### src/rtl/chan_regs_pkg.sv
// Behaviour
// - channel 2 low register shows result bits 7:0; four-channel variant only.
// - channel 2 high register bits 3:0 show result 11:8; bits 7:4 read zero.
// - channel 3 low register shows result bits 7:0; four-channel variant only.
// - channel 3 high register bits 3:0 show result 11:8; upper bits zero.
// - writing one to control bit 4 resets the device and all registers; the read data and handshake flops keep their values.
// - after full reset, normal operation waits until chip ready reads one.
// - control bit 0 high holds configuration mode, no conversion, settings kept.
// - clearing the hold bit returns the device to normal conversion.
package chan_regs_pkg;
   // register indices, byte address is four times the index
   localparam logic [3:0] IDX_CHAN2_RESULT_LOW  = 4'h6;
   localparam logic [3:0] IDX_CHAN2_RESULT_HIGH = 4'h7;
   localparam logic [3:0] IDX_CHAN3_RESULT_LOW  = 4'h8;
   localparam logic [3:0] IDX_CHAN3_RESULT_HIGH = 4'h9;
   localparam logic [3:0] IDX_RESET_AND_CONFIG  = 4'ha;
   localparam logic [3:0] IDX_READY_STATUS      = 4'hb;
   // field positions of the control and ready status registers
   localparam int         BIT_FULL_RESET        = 4;
   localparam int         BIT_CONFIG_HOLD       = 0;
   localparam int         BIT_CHIP_READY        = 0;
   // reset values
   localparam logic [7:0] CTRL_RESET_VALUE      = 8'h00;
   localparam logic [11:0] RESULT_RESET_VALUE   = 12'h000;
   // countdown start; the chip stays not ready one cycle longer than this count, after reset and after a full reset request
   localparam int         READY_DELAY_CYCLES    = 16;
   localparam logic [4:0] READY_DELAY           = 5'(READY_DELAY_CYCLES);
   // read data for unmapped addresses
   localparam logic [31:0] UNMAPPED_READ        = 32'h0000_0000;

   typedef enum logic [1:0] {
      ST_SETUP   = 2'b00,
      ST_RUN     = 2'b01,
      ST_HOLD    = 2'b11
   } conv_state_t;
endpackage : chan_regs_pkg

### src/rtl/chan_regs.sv
// Implementation choice: the Avalon-MM register port.
`timescale 1ns/100ps
module chan_regs
   import chan_regs_pkg::*;
#(
   parameter bit FOUR_CHANNEL = 1'b1
) (
   // clock and reset
   input  wire logic        clock,
   input  wire logic        reset,
   // avalon-mm slave
   input  wire logic [5:0]  address,
   input  wire logic        read,
   input  wire logic        write,
   input  wire logic [31:0] writedata,
   input  wire logic [3:0]  byteenable,
   output logic      [31:0] readdata,
   output logic             waitrequest,
   // conversion results from the converter core
   input  wire logic [11:0] chan2_result,
   input  wire logic [11:0] chan3_result,
   input  wire logic        result_valid,
   // control to the converter core
   output logic             convert_enable,
   output logic             chip_ready
);

   // state
   conv_state_t state_r, state_nxt;
   logic [7:0]  ctrl_r, ctrl_nxt;
   logic [11:0] c2_r, c2_nxt;
   logic [11:0] c3_r, c3_nxt;
   logic [4:0]  wait_r, wait_nxt;
   logic [31:0] rdata_r, rdata_nxt;
   logic        ack_r, ack_nxt;
   logic        wreq_r, wreq_nxt;
   logic        conv_r, conv_nxt;
   logic        ready_r, ready_nxt;
   logic        wr_ctrl;
   logic        do_full_reset;

   // word index decode, low two address bits ignored so unaligned addresses map too
   function automatic logic [3:0] reg_index(input logic [5:0] a);
      reg_index = a[5:2];
   endfunction : reg_index

   // control write with low byte lane enabled
   always_comb begin
      wr_ctrl = write && !ack_r && byteenable[0]
                && reg_index(address) == IDX_RESET_AND_CONFIG;
      do_full_reset = wr_ctrl && writedata[BIT_FULL_RESET];
   end

   // next-state logic
   always_comb begin
      state_nxt = state_r;
      ctrl_nxt  = ctrl_r;
      c2_nxt    = c2_r;
      c3_nxt    = c3_r;
      wait_nxt  = wait_r;
      ack_nxt   = (read || write) && !ack_r;
      wreq_nxt  = !ack_nxt; // registered so the pin comes from a flop
      rdata_nxt = rdata_r;
      conv_nxt  = 1'b0;
      ready_nxt = ready_r;
      // register write; reserved bits stored as written
      if (wr_ctrl) begin
         ctrl_nxt = writedata[7:0];
      end
      // readback, one wait cycle per access
      if (read && !ack_r) begin
         if (reg_index(address) == IDX_CHAN2_RESULT_LOW) begin
            rdata_nxt = {24'h000000, c2_r[7:0]};
         end else if (reg_index(address) == IDX_CHAN2_RESULT_HIGH) begin
            rdata_nxt = {28'h0000000, c2_r[11:8]};
         end else if (reg_index(address) == IDX_CHAN3_RESULT_LOW) begin
            rdata_nxt = {24'h000000, c3_r[7:0]};
         end else if (reg_index(address) == IDX_CHAN3_RESULT_HIGH) begin
            rdata_nxt = {28'h0000000, c3_r[11:8]};
         end else if (reg_index(address) == IDX_RESET_AND_CONFIG) begin
            rdata_nxt = {24'h000000, ctrl_r};
         end else if (reg_index(address) == IDX_READY_STATUS) begin
            rdata_nxt = {31'h00000000, ready_r};
         end else begin
            rdata_nxt = UNMAPPED_READ;
         end
      end
      case (state_r)
         // not ready: counting down after a reset
         ST_SETUP: begin
            ready_nxt = 1'b0;
            if (wait_r == 5'h00) begin
               ready_nxt = 1'b1;
               state_nxt = ST_RUN;
            end else begin
               wait_nxt = wait_r - 5'h01;
            end
         end
         // converting: capture fresh results only here
         ST_RUN: begin
            conv_nxt = 1'b1;
            if (result_valid && FOUR_CHANNEL) begin
               c2_nxt = chan2_result;
               c3_nxt = chan3_result;
            end
            if (ctrl_nxt[BIT_CONFIG_HOLD]) begin
               state_nxt = ST_HOLD;
               conv_nxt  = 1'b0;
            end
         end
         // configuration hold: results frozen, control register still writable
         ST_HOLD: begin
            if (!ctrl_nxt[BIT_CONFIG_HOLD]) begin
               state_nxt = ST_RUN;
               conv_nxt  = 1'b1;
            end
         end
         default: begin
            state_nxt = ST_SETUP;
         end
      endcase
      // full reset restores every register except read data and handshake flops to default
      if (do_full_reset) begin
         ctrl_nxt  = CTRL_RESET_VALUE;
         c2_nxt    = RESULT_RESET_VALUE;
         c3_nxt    = RESULT_RESET_VALUE;
         wait_nxt  = READY_DELAY;
         state_nxt = ST_SETUP;
         conv_nxt  = 1'b0;
         ready_nxt = 1'b0;
      end
   end

   // registers
   always_ff @(posedge clock or posedge reset) begin
      if (reset) begin
         state_r <= ST_SETUP;
         ctrl_r  <= CTRL_RESET_VALUE;
         c2_r    <= RESULT_RESET_VALUE;
         c3_r    <= RESULT_RESET_VALUE;
         wait_r  <= READY_DELAY;
         rdata_r <= 32'h0000_0000;
         ack_r   <= 1'b0;
         wreq_r  <= 1'b1;
         conv_r  <= 1'b0;
         ready_r <= 1'b0;
      end else begin
         state_r <= state_nxt;
         ctrl_r  <= ctrl_nxt;
         c2_r    <= c2_nxt;
         c3_r    <= c3_nxt;
         wait_r  <= wait_nxt;
         rdata_r <= rdata_nxt;
         ack_r   <= ack_nxt;
         wreq_r  <= wreq_nxt;
         conv_r  <= conv_nxt;
         ready_r <= ready_nxt;
      end
   end

   // outputs straight from flops
   always_comb begin
      readdata       = rdata_r;
      waitrequest    = wreq_r;
      convert_enable = conv_r;
      chip_ready     = ready_r;
   end

endmodule : chan_regs

### config.mk
export PLATFORM = sky130hd
export DESIGN_NAME = chan_regs
export DESIGN_NICKNAME = d
export VERILOG_FILES = /design/src/rtl/chan_regs_pkg.sv /design/src/rtl/chan_regs.sv
export SDC_FILE = /design/constraint.sdc
export NUM_CORES = 1
export LEC_CHECK = 0
export BUFFER_PORTS_ARGS = -buffer_cell sky130_fd_sc_hd__buf_2
export CORE_MARGIN = 2
export CORE_UTILIZATION = 30
export CTS_CLUSTER_SIZE = 28
export DETAILED_ROUTE_END_ITERATION = 7
export HOLD_SLACK_MARGIN = 0.02
export PLACE_DENSITY_LB_ADDON = 0.15
export SYNTH_ARGS = -nofsm -noshare
export SYNTH_HDL_FRONTEND = slang
export SYNTH_SLANG_ARGS = --single-unit
### constraint.sdc
create_clock -name clock -period 2.15 [get_ports clock]
set_clock_uncertainty 0.15 [all_clocks]
set_input_delay 0.1075 -clock clock [delete_from_list [all_inputs] [get_ports clock]]
set_output_delay 0.1075 -clock clock [all_outputs]
set_load 0.01 [all_outputs]
==> impl_results.md, run 1 <==
- Outcome: completed
- First DRT Iteration DRCs: 100
- Share of cells above drive strength 1: 20.2%
- CP Data Arrival Time: 1.98 ns
- CTS tree: built
- Slew Viols, Final: 0
- PD cells: 733 nW/um^2
- Seq cells post-synth: 50
- Peak supply drop: 0.337 mV
- Area of placed instances: approximately 2800 um^2
- Io pins: between 100 and 150
- FF+latch area: between 1000 and 1500 um^2
- Clk root buf: clkbuf_8
- Vias: ~2.1k
- P_leak: roughly 1.5 nW
- Yosys Warn Count: 0
- WL/cell: about 12 um
- Initial antenna violation count: 0
- Post-DP HPWL: roughly 4000 um
- Synth cell types: 38
- Worst hold path depth: 5
- Max-slew headroom: roughly 54%
- DRT antenna net count: 0
- Vias in the first global route: between 1.5k and 2k
- NumNets Final: 433
- FP Rows: 33
- Post-layout instance area: 3260 um^2
- Pin count of the biggest net entering global routing: ~50
- Die Area: a little over 9000 um^2
- Unrepaired setup endpoints after global routing: false
- Post-Syn Instances: about 280
- CP startpoint kind: flop
- Total CTS buffers: 5
- Synthesized area: approximately 2500 um^2
- Vias per inst: roughly 4.5
- Sink Count: 50
- Seq/Total Area, Yosys: 49.5%
- Worst reg2reg path endpoint: wait_r[1]
- Die Wd: 95.9 um
- Avg Cell Area, Syn: between 9 and 10 um^2
- Drc violations: 0
- Fillers: between 800 and 900
- Worst hold endpoint: wait_r[4]
- Worst R2R Start: wait_r[0]
- Max capacitance violation total: 0
- Final WL: ~6000 um
- Multi-input gate area: roughly 1000 um^2
- Initial Util: between 30% and 40%
- WP data required: 2.22 ns
- Total gr overflow: 0
- Kind of critical path: reg -> reg
- Clk buf depth: 2
- Endpoint class of the critical path: flop
- CP max FO: 6
- Fmax: roughly 520 MHz
- Final GP Congestion: approximately 0.7
- Slew at the pin closest to its max-slew limit: ~0.68 ns
- Clock Latency Late Sink: roughly 0.3 ns
- Core area: 8220 um^2
- ANT cells: 0
- Min Tclk post-route: ~1.9 ns
- Area grow syn2layout: 28.9%
- Clock transition at the registers of the reported paths: roughly 0.090 ns
- Global-route wire length before repair: about 9400 um
- Reg2reg setup slack: approximately 0.24 ns
- HP Start: byteenable[0]
- Fin. Hold Viols: 0
- Die Height: ~96 um
- Path depth of the worst reg2reg path: 6
- Worst Hold Class: in -> reg
- H-tree depth: 2
- I/O Buffers: 52
- Global-route usage over all layers: 13.6%
- Setup Viol. Count Final: 0
- Initial DRT Pass Iterations: 4
- Fin Setup TNS: 0 ns
- Final worst-path cycle share: about nine tenths
## stage by stage
step	instances	power [mW]	utilization (%)	setup WS, ns	hold slack, ns
6_report	467	2.39	39.7	0.243	0.0549
5_1_grt	467	2.57	39.7	0.0603	0.0799
4_1_cts	467	2.43	39.7	0.221	0.0493
3_5_place_dp	424	1.72	34.1	0.243	0.174
3_3_place_gp	424	1.71	34.1	0.291	0.178
2_1_floorplan	300	1.57	-	0.485	0.0633
## flip-flops by register name (all words and copies together) (netlist names)
signal          cells
ack_r               1
wait_r              5
c3_r               12
state_r             2
c2_r               12
chip_ready          1
ctrl_r              7
waitrequest         1
readdata            8
convert_enable      1
## placed cells by master (no fill, tap or decap), types with 2 or more instances in the layout
| master | instances |
|---|---|
| a22oi_1 | 4 |
| and2_1 | 3 |
| a221oi_1 | 3 |
| nand2_1 | 61 |
| a211oi_1 | 2 |
| a2bb2oi_1 | 3 |
| clkinv_2 | 2 |
| mux2i_1 | 2 |
| o22ai_1 | 3 |
| nand2b_1 | 5 |
| buf_4 | 5 |
| dfstp_2 | 2 |
| o31ai_1 | 2 |
| buf_2 | 52 |
| nor3_1 | 3 |
| o21ai_0 | 13 |
| inv_1 | 13 |
| conb_1 | 24 |
| dfrtp_1 | 48 |
| nor2_1 | 10 |
| nor2b_1 | 3 |
| o32a_1 | 3 |
| xnor2_1 | 2 |
| dlygate4sd3_1 | 35 |
| o21a_1 | 2 |
| a21oi_1 | 28 |
| nand3b_1 | 9 |
| clkbuf_8 | 5 |
| nor3b_1 | 2 |
## layout make-up
| type | instances | share of cell area (%) |
|---|---|---|
| tap | 105 | 4.03 |
| multi-input combinational | 197 | 32.1 |
| clock inverter | 3 | 1.23 |
| timing repair buffer | 93 | 20.5 |
| sequential | 50 | 38.4 |
| inverter | 14 | 1.61 |
| clock buffer | 5 | 2.11 |
## critical path, cell delays in order (launching register included)
cell      delay, ns
dfrtp_1        0.39
inv_1          0.06
ha_1           0.22
nor4b_1        0.16
nor3_1         0.53
nor2_1         0.09
a211oi_1       0.22
## cells in the mapped netlist
cell | count | area [um^2]
a211oi_1 | 2 | 15.0
a21oi_1 | 28 | 140
a221o_1 | 1 | 10.0
a221oi_1 | 3 | 26.3
a22oi_1 | 4 | 30.0
a2bb2oi_1 | 3 | 26.3
and2_1 | 3 | 18.8
and3b_1 | 1 | 8.76
buf_2 | 4 | 20.0
buf_4 | 24 | 180
buf_6 | 3 | 33.8
clkbuf_1 | 8 | 30.0
conb_1 | 1 | 3.75
dfrtp_1 | 48 | 1200
dfstp_2 | 2 | 52.6
ha_1 | 1 | 12.5
inv_1 | 14 | 52.6
mux2_2 | 1 | 11.3
mux2i_1 | 2 | 20.0
nand2_1 | 61 | 229
nand2b_1 | 5 | 31.3
nand2b_4 | 1 | 13.8
nand3b_1 | 9 | 67.6
nor2_1 | 10 | 37.5
nor2b_1 | 3 | 18.8
nor3_1 | 3 | 15.0
nor3b_1 | 2 | 15.0
nor4_1 | 1 | 6.26
nor4_4 | 1 | 21.3
nor4b_1 | 1 | 8.76
o21a_1 | 2 | 15.0
o21ai_0 | 13 | 65.1
o22ai_1 | 3 | 18.8
o31ai_1 | 2 | 15.0
o32a_1 | 3 | 30.0
or2_2 | 1 | 6.26
or3_1 | 1 | 6.26
xnor2_1 | 2 | 17.5
## routing by layer
layer	vias up	wire, um	global-route usage (%)
met5	-	0	0
met4	0	93	5.12
met3	9	299	2.82
met2	58	2590	20.4
met1	971	2850	19.3
li1	1045	-	-
## power by group
part           switching (mW)  total (mW)  internal (mW)
Combinational           0.269       0.514          0.246
Sequential              0.106        1.22           1.12
Clock                   0.313       0.656          0.343
## worst max path at each step
stage          startpoint    endpoint  slack (ns)  cells past startpoint
6_report        wait_r[0]   wait_r[1]        0.24                      6
5_1_grt         wait_r[0]   wait_r[1]        0.06                      6
4_1_cts         wait_r[0]   wait_r[1]        0.22                      6
3_5_place_dp    wait_r[0]   wait_r[1]        0.24                      6
3_3_place_gp    wait_r[0]  state_r[0]        0.29                      6
2_1_floorplan   wait_r[0]   wait_r[1]        0.48                      6
## repair_timing
item                      in CTS  in global routing
gates resized for setup        0                  0
buffers inserted               0                  0
hold buffers                  35                  0
hold endpoints to repair      82                  0
## kinds of logic (layout without fill, tap and decap cells)
| kind of cell | count (synthesis) | after routing | synth area share, % |
|---|---|---|---|
| buffers and inverters | 53 | 115 | 12.5 |
| XOR/XNOR | 2 | 2 | 0.692 |
| AO/OA/AOI/OAI | 64 | 64 | 15.5 |
| adder cells (fa/ha/maj) | 1 | 1 | 0.494 |
| flip-flops | 50 | 50 | 49.5 |
| AND/OR/NAND/NOR | 103 | 103 | 19.9 |
| other | 1 | 24 | 0.148 |
| multiplexers | 3 | 3 | 1.24 |
Power figures use the tool's default switching activity.
==> run 2, diff against run 1 <==
Settings changed: BUFFER_PORTS_ARGS -buffer_cell sky130_fd_sc_hd__buf_2 to default, DONT_BUFFER_PORTS from default to 1.
Clock period 2.15 ns to 2.17 ns, I/O delays scaled along.
==> impl_results.md, run 2 (synthesis results as in run 1) <==
- Path depth of the worst reg2reg path: 3
- Final worst-path cycle share: between 90 and 100%
- H-tree depth: 2
- Fmax: 497 MHz
- Io pins: 106
- Worst Hold Class: in -> reg
- WP data required: 2.27 ns
- Share of cells above drive strength 1: under 10%
- Min Tclk post-route: 2.01 ns
- Clk root buf: clkbuf_8
- Core area: roughly 8200 um^2
- Clk buf depth: 2
- Die Height: between 90 and 100 um
- Most common cell after layout, fill and taps aside: nand2_1
- Vias per inst: around 4.6
- P_leak: ~1.3 nW
- Initial DRT Pass Iterations: 4
- Slew Viols, Final: 0
- Fillers: between 800 and 900
- Max capacitance violation total: 0
- Die Wd: between 90 and 100 um
- FP Rows: 33
- CP max FO: 8
- Vias: between 1.5k and 2k
- I/O Buffers: 0
- Vias in the first global route: 1,968
- Initial Util: a little under a third
- Final WL: roughly 6000 um
- Total gr overflow: 0
- Sink Count: 50
- Post-DP HPWL: around 4200 um
- Post_cts resized: 0
- Global-route wire length before repair: ~10,000 um
- Fin. Hold Viols: 0
- Die Area: just over 9000 um^2
- Clock transition at the registers of the reported paths: 0.09 ns
- Area grow syn2layout: 21.2%
- Kind of critical path: in -> reg
- Endpoint class of the critical path: flop
- Total CTS buffers: 5
- First DRT Iteration DRCs: 109
- Global-route usage over all layers: 14.7%
- Fin Setup TNS: 0 ns
- Tot Pwr: approximately 2.2 mW
- DRT antenna net count: 0
- PD cells: 730 nW/um^2
- Worst hold path depth: 3
- Pin count of the biggest net entering global routing: 51
- CP startpoint kind: input pin
- Outcome: completed
- ANT cells: 0
- Setup Viol. Count Final: 0
- Clock Latency Late Sink: approximately 0.30 ns
- Post-layout instance area: approximately 3100 um^2
- Max-slew headroom: a little over half
- NumNets Final: about 390
- Area of placed instances: 2550 um^2
- Most frequent cells in the layout: nand2_1 (61), dfrtp_1 (48), dlygate4sd3_1 (42), a21oi_1 (28), conb_1 (24)
- CTS tree: built
- WL/cell: 14.4 um
- Drc violations: 0
- Unrepaired setup endpoints after global routing: false
- Initial antenna violation count: 0
- Peak supply drop: around 0.29 mV
- Final GP Congestion: ~0.70
- Slew at the pin closest to its max-slew limit: ~0.7 ns
- CP Data Arrival Time: 2.11 ns
==> run 2: cell type report <==
class,count,area (um^2),area share [%]
flip-flops and latches,50,1250,40.9
multi-input cells,197,1050,34.1
repair buffers,48,490,16.0
well taps,105,131,4.28
clock buffers,7,86.3,2.82
inverters,14,52.6,1.71
clock inverters,1,5.00,0.163
==> run 2: worst max-delay path, cell delays in order <==
cell and delay, ns:
dlygate4sd3_1 0.68, nand2b_4 0.22, nor4_4 0.30, nand2_1 0.14
dlygate4sd3_1 0.59, nand2_1 0.07
==> run 2: layer usage <==
layer  vias up  global-route usage, %  part of all wire (%)
li1        957                      -                     -
met5         -                      0                     0
met3         4                   3.37                   6.6
met2        53                   22.7                    45
met4         0                   4.29                  0.87
met1       918                   20.6                    47
==> run 2: timing repair <==
action                     CTS  global route
buffers inserted             0             0
hold endpoints to repair    93             0
setup endpoints to repair    0             1
hold buffers                42             0
==> run 2: power breakdown <==
group	total [mW]	internal (mW)	switching, mW
logic	0.436	0.209	0.228
clock network	0.565	0.258	0.306
registers	1.24	1.11	0.133
total	2.24	1.57	0.667
==> run 2: per-stage QoR <==
step,hold slack (ns),util (%),setup slack [ns],cells
2_1_floorplan,0.0643,-,0.505,300
3_3_place_gp,-0.0816,31.1,0.300,372
3_5_place_dp,-0.0795,31.1,0.316,372
4_1_cts,0.0376,37.3,0.0802,422
5_1_grt,0.0577,37.3,0.0493,422
6_report,0.0477,37.3,0.156,422
==> run 2: path summary, 6_finish.rpt <==
kind                            startpoint          end  slack [ns]
worst max-delay path            address[2]    wait_r[4]        0.16
worst min-delay path            address[3]  readdata[3]        0.05
worst max register to register       ack_r  readdata[4]        0.24
worst min register to register   wait_r[4]    wait_r[4]        0.34
max in group asynchronous            reset    wait_r[4]        1.43
min in group asynchronous            reset        ack_r        0.16
